**src/hdl/bridge_diag_pkg.sv**
```systemverilog
// constants shared by the bridge diagnostic and control register block
package bridge_diag_pkg;
   // register byte offsets
   localparam logic [7:0] BRCTL_OFFSET      = 8'h3C;
   localparam logic [7:0] DIAG_OFFSET       = 8'h40;
   localparam logic [7:0] IRQ_STATUS_OFFSET = 8'h80;
   localparam logic [7:0] IRQ_MASK_OFFSET   = 8'h84;
   // bridge control upper field positions
   localparam int BRCTL_PRI_TO_BIT    = 24;
   localparam int BRCTL_SEC_TO_BIT    = 25;
   localparam int BRCTL_TO_STATUS_BIT = 26;
   localparam int BRCTL_DISC_SERR_BIT = 27;
   localparam logic [3:0] BRCTL_RESET = 4'h0;
   // diagnostic / chip control field positions
   localparam int DIAG_WR_DISC_BIT  = 1;
   localparam int DIAG_PREF_DIS_BIT = 4;
   localparam int DIAG_LIVE_BIT     = 5;
   localparam int DIAG_CHIP_RST_BIT = 8;
   localparam int DIAG_TEST_LSB     = 9;
   localparam logic [15:0] DIAG_RESET = 16'h0000;
   // interrupt status / mask bit positions
   localparam int IRQ_PRI_TO_BIT   = 0;
   localparam int IRQ_SEC_TO_BIT   = 1;
   localparam int IRQ_DISCARD_BIT  = 2;
   localparam int IRQ_RST_DONE_BIT = 3;
   localparam int IRQ_W            = 4;
   localparam logic [IRQ_W-1:0] IRQ_RESET = 4'h0;
   // repeat wait limits as powers of two
   localparam int LONG_WAIT_EXP  = 15;
   localparam int SHORT_WAIT_EXP = 10;
   // timing
   localparam int CLK_PERIOD_NS   = 40;
   localparam int CHIP_RESET_NS   = 1000;
   localparam int CHIP_RESET_CLKS = (CHIP_RESET_NS + CLK_PERIOD_NS - 1) / CLK_PERIOD_NS;
   // bus encodings
   localparam logic [1:0] HTRANS_NONSEQ = 2'h2;
   localparam logic       HRESP_OKAY    = 1'h0;
endpackage

```
**src/hdl/repeat_timer_if.sv**
```systemverilog
// handshake between the control block and one delayed-request repeat timer
`timescale 1ns/1ps
interface repeat_timer_if;
   logic head_start;
   logic retried;
   logic short_limit;
   logic expired;
   modport timer (input head_start, input retried, input short_limit, output expired);
   modport ctrl  (output head_start, output retried, output short_limit, input expired);
endinterface

```
**src/hdl/repeat_timer.sv**
```systemverilog
// repeat wait counter for the delayed transaction at the head of one queue
`timescale 1ns/1ps
module repeat_timer
   import bridge_diag_pkg::*;
#(
   parameter int LONG_CLKS  = 32768,
   parameter int SHORT_CLKS = 1024
) (
   input wire logic     hclk,
   input wire logic     hresetn,
   repeat_timer_if.timer t
);
   logic [15:0] count;
   logic        active;
   logic [15:0] limit_m1;
   logic        hit;

   assign limit_m1 = t.short_limit ? 16'(SHORT_CLKS - 1) : 16'(LONG_CLKS - 1);
   assign hit      = active && !t.retried && !t.head_start && (count == limit_m1);

   always_ff @(posedge hclk or negedge hresetn) begin
      if (!hresetn) begin
         active <= 1'b0;
         count  <= 16'h0000;
      end else if (t.head_start) begin
         active <= 1'b1;
         count  <= 16'h0000;
      end else if (t.retried || hit) begin
         active <= 1'b0;
      end else if (active) begin
         count <= count + 16'h0001;
      end
   end

   // one retry before the limit saves the entry; otherwise it is dropped
   always_ff @(posedge hclk or negedge hresetn) begin
      if (!hresetn) begin
         t.expired <= 1'b0;
      end else begin
         t.expired <= hit;
      end
   end

   no_early_expire_a: assert property (@(posedge hclk) disable iff (!hresetn)
      t.head_start |=> !t.expired [*8])
      else $error("repeat timer expired too soon after start");
   retry_saves_a: assert property (@(posedge hclk) disable iff (!hresetn)
      (t.retried && !t.head_start) |=> ##1 !t.expired)
      else $error("expiry after a retry");
endmodule

```
**src/hdl/chip_reset_seq.sv**
```systemverilog
// soft chip reset sequencer, holds the reset for a fixed time then reports done
`timescale 1ns/1ps
module chip_reset_seq
   import bridge_diag_pkg::*;
(
   input wire logic  hclk,
   input wire logic  hresetn,
   input wire logic  start,
   output logic      busy,
   output logic      done
);
   logic [7:0] count;

   always_ff @(posedge hclk or negedge hresetn) begin
      if (!hresetn) begin
         busy  <= 1'b0;
         done  <= 1'b0;
         count <= 8'h00;
      end else begin
         done <= 1'b0;
         if (start && !busy) begin
            busy  <= 1'b1;
            count <= 8'h00;
         end else if (busy) begin
            if (count == 8'(CHIP_RESET_CLKS - 1)) begin
               busy <= 1'b0;
               done <= 1'b1;
            end else begin
               count <= count + 8'h01;
            end
         end
      end
   end

   reset_hold_a: assert property (@(posedge hclk) disable iff (!hresetn)
      $rose(busy) |-> busy [*8])
      else $error("chip reset released too early");
   self_clear_a: assert property (@(posedge hclk) disable iff (!hresetn)
      done |-> $fell(busy))
      else $error("done without busy falling");
endmodule

```
**src/hdl/bridge_diag_control_regs.sv**
```systemverilog
// bridge control upper fields and diagnostic/chip control register over AHB-Lite
// What this block does
// secondary timeout select picks 2^15 (0) or 2^10 (1) clocks; resets 0.
// repeat counter starts when a delayed transaction reaches its queue head.
// no retry before expiry drops the transaction; masters must retry in time.
// either counter expiring sets timeout status; write one clears; resets 0.
// discard timer expiry with enable set asserts primary system error.
// reserved bits read zero and ignore writes.
// memory writes disconnect at 4KB boundary (0) or cache line (1).
// prefetch disable 0: upstream reads prefetch, byte enables not forwarded.
// prefetch disable 1: one dword per read, byte enables forwarded.
// live insertion with pin 3 as input masks I/O, memory, master enables.
// while masked the bridge accepts no I/O or memory transactions.
// writing one to chip reset performs full chip and secondary reset.
// counter test field selects all bits or byte 1, 2, 3.
// primary timeout select picks 2^15 (0) or 2^10 (1) clocks.
// chip reset bit clears itself when the reset sequence ends.
// timeout status stays set until software clears it.
`timescale 1ns/1ps
module bridge_diag_control_regs
   import bridge_diag_pkg::*;
#(
   parameter int LONG_WAIT_CLKS  = 32768,
   parameter int SHORT_WAIT_CLKS = 1024
) (
   input wire logic         hclk,
   input wire logic         hresetn,
   input wire logic         hsel,
   input wire logic [31:0]  haddr,
   input wire logic [1:0]   htrans,
   input wire logic         hwrite,
   input wire logic [2:0]   hsize,
   input wire logic [31:0]  hwdata,
   input wire logic         hready,
   output logic             hreadyout,
   output logic             hresp,
   output logic [31:0]      hrdata,
   input wire logic         pri_head_start,
   input wire logic         pri_retried,
   input wire logic         sec_head_start,
   input wire logic         sec_retried,
   output logic             pri_discard,
   output logic             sec_discard,
   input wire logic         pri_discard_timer_expired,
   input wire logic         sec_discard_timer_expired,
   output logic             primary_system_error_n,
   output logic             primary_system_error_oe,
   input wire logic         gpio3_pin,
   input wire logic         gpio3_is_input,
   input wire logic         io_enable_cfg,
   input wire logic         mem_enable_cfg,
   input wire logic         master_enable_cfg,
   output logic             io_enable,
   output logic             mem_enable,
   output logic             master_enable,
   output logic             accept_io_mem,
   input wire logic [11:2]  target_write_addr,
   input wire logic [7:0]   cache_line_dwords,
   output logic             write_disconnect_here,
   output logic             upstream_prefetch_en,
   output logic             forward_read_be,
   output logic             chip_reset_active,
   output logic             counter_test_mode_all,
   output logic [1:0]       counter_test_mode,
   output logic             irq
);
   // control fields
   logic             pri_to_short;
   logic             sec_to_short;
   logic             to_status;
   logic             disc_serr_en;
   logic             wr_disc_cacheline;
   logic             prefetch_dis;
   logic             live_mode;
   logic [1:0]       test_mode;
   logic [IRQ_W-1:0] irq_status;
   logic [IRQ_W-1:0] irq_mask;
   logic             serr_active;

   // bus state
   logic             wr_pending;
   logic             rd_wait;
   logic [7:0]       bus_addr;
   logic             accept;
   logic             wr_en;
   logic             rst_start;
   logic             rst_busy;
   logic             rst_done;

   // synchroniser for the live insertion pin
   logic             gpio3_meta;
   logic             gpio3_sync;
   logic             cmd_masked;

   repeat_timer_if pri_t ();
   repeat_timer_if sec_t ();

   assign pri_t.head_start  = pri_head_start;
   assign pri_t.retried     = pri_retried;
   assign pri_t.short_limit = pri_to_short;
   assign sec_t.head_start  = sec_head_start;
   assign sec_t.retried     = sec_retried;
   assign sec_t.short_limit = sec_to_short;

   repeat_timer #(
      .LONG_CLKS  (LONG_WAIT_CLKS),
      .SHORT_CLKS (SHORT_WAIT_CLKS)
   ) pri_timer (
      .hclk    (hclk),
      .hresetn (hresetn),
      .t       (pri_t)
   );

   repeat_timer #(
      .LONG_CLKS  (LONG_WAIT_CLKS),
      .SHORT_CLKS (SHORT_WAIT_CLKS)
   ) sec_timer (
      .hclk    (hclk),
      .hresetn (hresetn),
      .t       (sec_t)
   );

   assign pri_discard = pri_t.expired;
   assign sec_discard = sec_t.expired;

   chip_reset_seq rst_seq (
      .hclk    (hclk),
      .hresetn (hresetn),
      .start   (rst_start),
      .busy    (rst_busy),
      .done    (rst_done)
   );

   // ---------------- AHB-Lite slave ----------------
   // writes complete with no wait; reads take one wait so a write just before
   // is already visible to the read
   assign accept    = hsel && hready && (htrans == HTRANS_NONSEQ);
   assign wr_en     = wr_pending;
   assign hreadyout = !rd_wait;
   assign hresp     = HRESP_OKAY;
   assign rst_start = wr_en && (bus_addr == DIAG_OFFSET) && hwdata[DIAG_CHIP_RST_BIT];

   always_ff @(posedge hclk or negedge hresetn) begin
      if (!hresetn) begin
         wr_pending <= 1'b0;
         rd_wait    <= 1'b0;
         bus_addr   <= 8'h00;
      end else begin
         wr_pending <= accept && hwrite;
         rd_wait    <= accept && !hwrite;
         if (accept) begin
            bus_addr <= {haddr[7:2], 2'h0};
         end
      end
   end

   function automatic logic [31:0] read_word(input logic [7:0] a);
      logic [31:0] w;
      w = 32'h0000_0000;
      unique case (a)
         BRCTL_OFFSET: begin
            w[BRCTL_PRI_TO_BIT]    = pri_to_short;
            w[BRCTL_SEC_TO_BIT]    = sec_to_short;
            w[BRCTL_TO_STATUS_BIT] = to_status;
            w[BRCTL_DISC_SERR_BIT] = disc_serr_en;
         end
         DIAG_OFFSET: begin
            w[DIAG_WR_DISC_BIT]                 = wr_disc_cacheline;
            w[DIAG_PREF_DIS_BIT]                = prefetch_dis;
            w[DIAG_LIVE_BIT]                    = live_mode;
            w[DIAG_CHIP_RST_BIT]                = rst_busy;
            w[DIAG_TEST_LSB+1:DIAG_TEST_LSB]    = test_mode;
         end
         IRQ_STATUS_OFFSET: w[IRQ_W-1:0] = irq_status;
         IRQ_MASK_OFFSET:   w[IRQ_W-1:0] = irq_mask;
         default:           w = 32'h0000_0000;
      endcase
      return w;
   endfunction

   always_ff @(posedge hclk or negedge hresetn) begin
      if (!hresetn) begin
         hrdata <= 32'h0000_0000;
      end else if (rd_wait) begin
         hrdata <= read_word(bus_addr);
      end
   end

   // ---------------- control fields ----------------
   // a soft chip reset returns the control fields, but not the timeout status, to their reset values
   always_ff @(posedge hclk or negedge hresetn) begin
      if (!hresetn) begin
         {disc_serr_en, sec_to_short, pri_to_short} <= BRCTL_RESET[2:0];
      end else if (rst_start) begin
         {disc_serr_en, sec_to_short, pri_to_short} <= BRCTL_RESET[2:0];
      end else if (wr_en && bus_addr == BRCTL_OFFSET) begin
         pri_to_short <= hwdata[BRCTL_PRI_TO_BIT];
         sec_to_short <= hwdata[BRCTL_SEC_TO_BIT];
         disc_serr_en <= hwdata[BRCTL_DISC_SERR_BIT];
      end
   end

   always_ff @(posedge hclk or negedge hresetn) begin
      if (!hresetn) begin
         wr_disc_cacheline <= DIAG_RESET[DIAG_WR_DISC_BIT];
         prefetch_dis      <= DIAG_RESET[DIAG_PREF_DIS_BIT];
         live_mode         <= DIAG_RESET[DIAG_LIVE_BIT];
         test_mode         <= DIAG_RESET[DIAG_TEST_LSB+1:DIAG_TEST_LSB];
      end else if (rst_start) begin
         wr_disc_cacheline <= DIAG_RESET[DIAG_WR_DISC_BIT];
         prefetch_dis      <= DIAG_RESET[DIAG_PREF_DIS_BIT];
         live_mode         <= DIAG_RESET[DIAG_LIVE_BIT];
         test_mode         <= DIAG_RESET[DIAG_TEST_LSB+1:DIAG_TEST_LSB];
      end else if (wr_en && bus_addr == DIAG_OFFSET) begin
         wr_disc_cacheline <= hwdata[DIAG_WR_DISC_BIT];
         prefetch_dis      <= hwdata[DIAG_PREF_DIS_BIT];
         live_mode         <= hwdata[DIAG_LIVE_BIT];
         test_mode         <= hwdata[DIAG_TEST_LSB+1:DIAG_TEST_LSB];
      end
   end

   // status flag: a new expiry wins over a clearing write in the same cycle
   always_ff @(posedge hclk or negedge hresetn) begin
      if (!hresetn) begin
         to_status <= 1'b0;
      end else if (pri_t.expired || sec_t.expired) begin
         to_status <= 1'b1;
      end else if (wr_en && bus_addr == BRCTL_OFFSET && hwdata[BRCTL_TO_STATUS_BIT]) begin
         to_status <= 1'b0;
      end
   end

   // ---------------- interrupts ----------------
   logic [IRQ_W-1:0] irq_events;
   logic [IRQ_W-1:0] irq_clear;

   assign irq_events[IRQ_PRI_TO_BIT]   = pri_t.expired;
   assign irq_events[IRQ_SEC_TO_BIT]   = sec_t.expired;
   assign irq_events[IRQ_DISCARD_BIT]  = pri_discard_timer_expired || sec_discard_timer_expired;
   assign irq_events[IRQ_RST_DONE_BIT] = rst_done;
   assign irq_clear = (wr_en && bus_addr == IRQ_STATUS_OFFSET) ? hwdata[IRQ_W-1:0] : IRQ_RESET;

   always_ff @(posedge hclk or negedge hresetn) begin
      if (!hresetn) begin
         irq_status <= IRQ_RESET;
      end else begin
         irq_status <= (irq_status & ~irq_clear) | irq_events;
      end
   end

   always_ff @(posedge hclk or negedge hresetn) begin
      if (!hresetn) begin
         irq_mask <= IRQ_RESET;
      end else if (wr_en && bus_addr == IRQ_MASK_OFFSET) begin
         irq_mask <= hwdata[IRQ_W-1:0];
      end
   end

   assign irq = |(irq_status & irq_mask);

   // ---------------- system error ----------------
   always_ff @(posedge hclk or negedge hresetn) begin
      if (!hresetn) begin
         serr_active <= 1'b0;
      end else begin
         serr_active <= disc_serr_en &&
                        (pri_discard_timer_expired || sec_discard_timer_expired);
      end
   end

   // open drain: only ever pulled low
   assign primary_system_error_n  = !serr_active;
   assign primary_system_error_oe = serr_active;

   // ---------------- live insertion ----------------
   always_ff @(posedge hclk or negedge hresetn) begin
      if (!hresetn) begin
         gpio3_meta <= 1'b0;
         gpio3_sync <= 1'b0;
      end else begin
         gpio3_meta <= gpio3_pin;
         gpio3_sync <= gpio3_meta;
      end
   end

   assign cmd_masked    = live_mode && gpio3_is_input && gpio3_sync;
   assign io_enable     = io_enable_cfg && !cmd_masked;
   assign mem_enable    = mem_enable_cfg && !cmd_masked;
   assign master_enable = master_enable_cfg && !cmd_masked;
   assign accept_io_mem = (io_enable || mem_enable) && !cmd_masked && !rst_busy;

   // ---------------- write disconnect boundary ----------------
   // a cache line size of zero gives a mask of all ones, i.e. 256 dwords
   logic [9:0] next_dword;
   logic [9:0] line_mask;

   assign next_dword = target_write_addr + 10'h001;
   assign line_mask  = {2'h0, cache_line_dwords - 8'h01};
   assign write_disconnect_here = wr_disc_cacheline ? ((next_dword & line_mask) == 10'h000)
                                                    : (next_dword == 10'h000);

   // ---------------- prefetch, reset, test ----------------
   assign upstream_prefetch_en  = !prefetch_dis;
   assign forward_read_be       = prefetch_dis;
   assign chip_reset_active     = rst_busy;
   assign counter_test_mode     = test_mode;
   assign counter_test_mode_all = (test_mode == 2'h0);

   // ---------------- checks ----------------
   serr_follows_a: assert property (@(posedge hclk) disable iff (!hresetn)
      (disc_serr_en && (pri_discard_timer_expired || sec_discard_timer_expired))
      |=> (!primary_system_error_n && primary_system_error_oe))
      else $error("system error not raised on discard expiry");
   serr_quiet_a: assert property (@(posedge hclk) disable iff (!hresetn)
      !disc_serr_en |=> primary_system_error_n)
      else $error("system error raised while disabled");
   // a clearing write in the cycle right after the set may legally drop it again
   status_set_a: assert property (@(posedge hclk) disable iff (!hresetn)
      (pri_t.expired || sec_t.expired)
      |=> to_status ##1 (to_status || $past(wr_en && bus_addr == BRCTL_OFFSET)))
      else $error("timeout status not set");
   status_sticky_a: assert property (@(posedge hclk) disable iff (!hresetn)
      (to_status && !(wr_en && bus_addr == BRCTL_OFFSET)) |=> to_status)
      else $error("timeout status dropped without a clear");
   live_mask_a: assert property (@(posedge hclk) disable iff (!hresetn)
      (live_mode && gpio3_is_input && $past(gpio3_pin, 2) && $past(gpio3_pin, 3) &&
       !$past(rst_start) && $past(hresetn, 2))
      |-> (!io_enable && !mem_enable && !master_enable && !accept_io_mem))
      else $error("command enables not masked");
   read_wait_a: assert property (@(posedge hclk) disable iff (!hresetn)
      (accept && !hwrite) |=> !hreadyout ##1 hreadyout)
      else $error("read wait state wrong");
   diag_reserved_a: assert property (@(posedge hclk) disable iff (!hresetn)
      (rd_wait && bus_addr == DIAG_OFFSET)
      |=> (hrdata[31:11] == 21'h0 && hrdata[7:6] == 2'h0 && hrdata[3:2] == 2'h0 &&
           hrdata[0] == 1'b0))
      else $error("reserved diagnostic bits not zero");
   prefetch_mode_a: assert property (@(posedge hclk) disable iff (!hresetn)
      (wr_en && bus_addr == DIAG_OFFSET && !rst_start)
      |=> (forward_read_be == $past(hwdata[DIAG_PREF_DIS_BIT]) &&
           upstream_prefetch_en != forward_read_be))
      else $error("prefetch mode not taken from write");

   timeout_seen_c:  cover property (@(posedge hclk) disable iff (!hresetn) sec_t.expired);
   chip_reset_c:    cover property (@(posedge hclk) disable iff (!hresetn) rst_done);
   serr_c:          cover property (@(posedge hclk) disable iff (!hresetn) serr_active);
   masked_c:        cover property (@(posedge hclk) disable iff (!hresetn) cmd_masked);
endmodule

```
**config.mk**
```make
export PLATFORM = sky130hd
export DESIGN_NAME = bridge_diag_control_regs
export DESIGN_NICKNAME = d
export VERILOG_FILES = /design/src/hdl/bridge_diag_pkg.sv /design/src/hdl/repeat_timer_if.sv /design/src/hdl/repeat_timer.sv /design/src/hdl/chip_reset_seq.sv /design/src/hdl/bridge_diag_control_regs.sv
export SDC_FILE = /design/constraint.sdc
export NUM_CORES = 1
export LEC_CHECK = 0
export BUFFER_PORTS_ARGS = -buffer_cell sky130_fd_sc_hd__buf_4
export CORE_MARGIN = 8
export CORE_UTILIZATION = 57
export CTS_BUF_LIST = sky130_fd_sc_hd__clkbuf_8
export DETAILED_ROUTE_END_ITERATION = 8
export PLACE_DENSITY = 0.9
export REMOVE_ABC_BUFFERS = 1
export SLEW_MARGIN = 20
export SYNTH_ARGS = -nofsm -noshare
export SYNTH_HDL_FRONTEND = slang
export SYNTH_SLANG_ARGS = --single-unit
export TNS_END_PERCENT = 20
```
**constraint.sdc**
```tcl
create_clock -name hclk -period 3.32 [get_ports hclk]
set_input_delay 0.664 -clock hclk [delete_from_list [all_inputs] [get_ports hclk]]
set_output_delay 0.664 -clock hclk [all_outputs]
set_load 0.02 [all_outputs]
```
==> impl_metrics.tcl <==
set metrics [dict create \
    yosys.area.top_type "dfrtp_1" \
    hp-class "input port to async pin" \
    start_util 0.5793 \
    synth_edf_count 0 \
    grt_pass1_wl_mm 17.93 \
    gp_congestion 0.8226 \
    finalHoldViolCount 0 \
    netlist_instances 495 \
    leakage_uw 0.002463 \
    irDropWorstVdd_mv 0.2181 \
    fill_cells 591 \
    worstSetupPathType "input port to output port" \
    r2r-start "pri_timer.count[0]$_DFFE_PN0P_" \
    fin_skew_ns 0.01713 \
    cts_tree "done" \
    fmax_ghz 0.3185 \
    netlist_area_mm2 0.004712 \
    min_period_over_period 0.9457 \
    finalCriticalPeriod_ns 3.140 \
    regArea_mm2 0.002177 \
    vias 4044 \
    wl_mm 10.96 \
    grt-ovfl-total 0 \
    post_cts_buffers 0 \
    postCtsResizedCells 0 \
    finalInstanceArea_mm2 0.005554 \
    finalPower_uw 2493 \
    endpoint "write_disconnect_here" \
    dieArea_mm2 0.01143 \
    cts_sinks 87 \
    drc 0 \
    syn_avg_cell_area_um2 9.519 \
    grt_max_degree 88 \
    post_dp_cell_area_mm2 0.005340 \
    grt_pass1_vias 3874 \
    cts_buffers 9 \
    tightest_slew_ns 0.8513 \
    routed_via_density 5.895 \
    n_antenna_cell 0 \
    portBuffers 84 \
    grt_usage 0.1903 \
    rows 33 \
    worstPathRequired_ns 2.66 \
    crit_start "target_write_addr[2]" \
    clkTransAtPathRegs_ns 0.10 \
    cts_max_level 3 \
    setup_violations 0 \
    maxCapViolations 0 \
    detail_route.wl_per_cell_um 15.98 \
    drt_iter0_drc 298 \
    cp-end-kind "output port" \
    synthTopCellsByArea "dfrtp_1 (46%), nand2_1 (3.6%), buf_4 (3.5%)" \
    antenna_found_initial 0 \
    synth-async-reset-ratio 1.000 \
    cts_root_buf "clkbuf_8" \
    grt_setup_unrepaired "no" \
    crit_fanout 4 \
    cp.arrival_ns 2.48 \
    relSlewSlack 0.4291 \
    final_antenna_net_count 0 \
    insertion_delay_ns 0.36 \
    place_hpwl_mm 7.990 \
    drv_slew 0 \
    outcome "finished, final reports clean" \
    clock_path_buffers 2 \
    synth_common_cells "dfrtp_1 (87), nand2_1 (45), nor2_1 (44)" \
    layout-drive-gt1-share 0.2134 \
    cellPowerDensity_mw_per_mm2 448.9 \
    yosys.cell_count.top_type "dfrtp_1" \
    ys.warnings.count 0 \
    coreArea_mm2 0.008134 \
    synthFlopType "dfrtp_1" \
    ys_seq_area_frac 0.4620 \
    r2r_setup_slack_ns 1.16 \
    fp.dieH_um 106.9 \
    tns_ns 0 \
    dr.pass1.iters 5 \
    startpoint_type "input port" \
    yosysTopAreaCellShare 0.4620 \
    synth-seq-cells 87 \
    reg2regPathDepth 6 \
    hold_buffers 0 \
    synth.distinct_cells 62 \
    pin_count 153 \
    multi_input_area_mm2 0.002322 \
    syn_to_final_growth_pct 17.87 \
    die_w_um 106.9 \
    nets 685 \
    rr_endpoint "pri_timer.count[7]$_DFFE_PN0P_" \
]
critical path, cell delays in order:
cell and delay, ns:
buf_4 0.10, ha_1 0.22, nand3_1 0.10, o31a_1 0.28
or4_1 0.51, a222oi_1 0.38, buf_4 0.21
area by class of cell:
type	count	share of cell area
multi-input cells	376	0.4181
flip-flops and latches	87	0.3920
repair buffers	87	0.1183
clock buffers	10	0.02478
well taps	105	0.02365
clock inverters	6	0.01307
inverters	15	0.01014
registers in the layout, indices dropped and copies added, names as in the netlist, 2 cells and up:
signal             cells
counter_test_mode      2
hrdata                13
irq_mask               4
pri_timer.count       16
bus_addr               6
rst_seq.count          8
sec_timer.count       16
irq_status             4
through the flow:
step / instances / worst slack [ns] / hold slack [ns] / util
floorplan: 478 / 0.2784 / 0.3312 / -
global placement: 670 / 0.2440 / 0.3373 / 0.6565
detailed placement: 670 / 0.2383 / 0.3491 / 0.6565
CTS: 686 / 0.2264 / 0.3723 / 0.6824
global route: 686 / 0.1039 / 0.3846 / 0.6828
finish: 686 / 0.1803 / 0.3483 / 0.6828
routing by layer:
metal / routed length, um / vias to the layer above / track usage / share of wire
li1: - / 1930 / - / -
met5: 0 / - / 0 / 0
met2: 5402 / 132 / 0.3228 / 0.49
met3: 836 / 17 / 0.05339 / 0.076
met4: 178 / 0 / 0.06734 / 0.016
met1: 4543 / 1965 / 0.2261 / 0.41
worst min-delay path by stage:
stage,cells past startpoint,slack [ns],endpoint
5_1_grt,0,0.38,gpio3_sync$_DFF_PN0_
2_1_floorplan,0,0.33,gpio3_sync$_DFF_PN0_
3_5_place_dp,0,0.35,gpio3_sync$_DFF_PN0_
4_1_cts,0,0.37,gpio3_sync$_DFF_PN0_
6_report,1,0.35,gpio3_sync$_DFF_PN0_
3_3_place_gp,0,0.34,gpio3_sync$_DFF_PN0_
layout by cell type, fill, tap and decap left out, types with 12 or more instances in the layout:
cell,n
a21oi_1,27
buf_4,86
conb_1,20
dfrtp_1,87
inv_1,15
nand2_1,45
nand3_1,23
nand4_1,13
nor2_1,44
o21ai_0,25
o31ai_1,12
or3_1,13
or4_1,15
xor2_1,12
power by group:
| part | switching, uW | total, uW | internal (uW) |
|---|---|---|---|
| registers | 105 | 1260 | 1150 |
| logic | 244 | 450 | 206 |
| clock network | 404 | 785 | 381 |
logic make-up (layout without fill, tap and decap cells):
kind of cell,count (synthesis),count (layout),synth area share
simple gates,211,211,0.2382
flops,87,87,0.4620
fa+ha+maj,6,6,0.01593
xor+xnor,17,17,0.03160
other cells,1,20,0.0007958
buf+inv,51,118,0.06028
compound gates,106,106,0.1543
mux,16,16,0.03691
No activity file was read; power rests on OpenSTA's default activity.
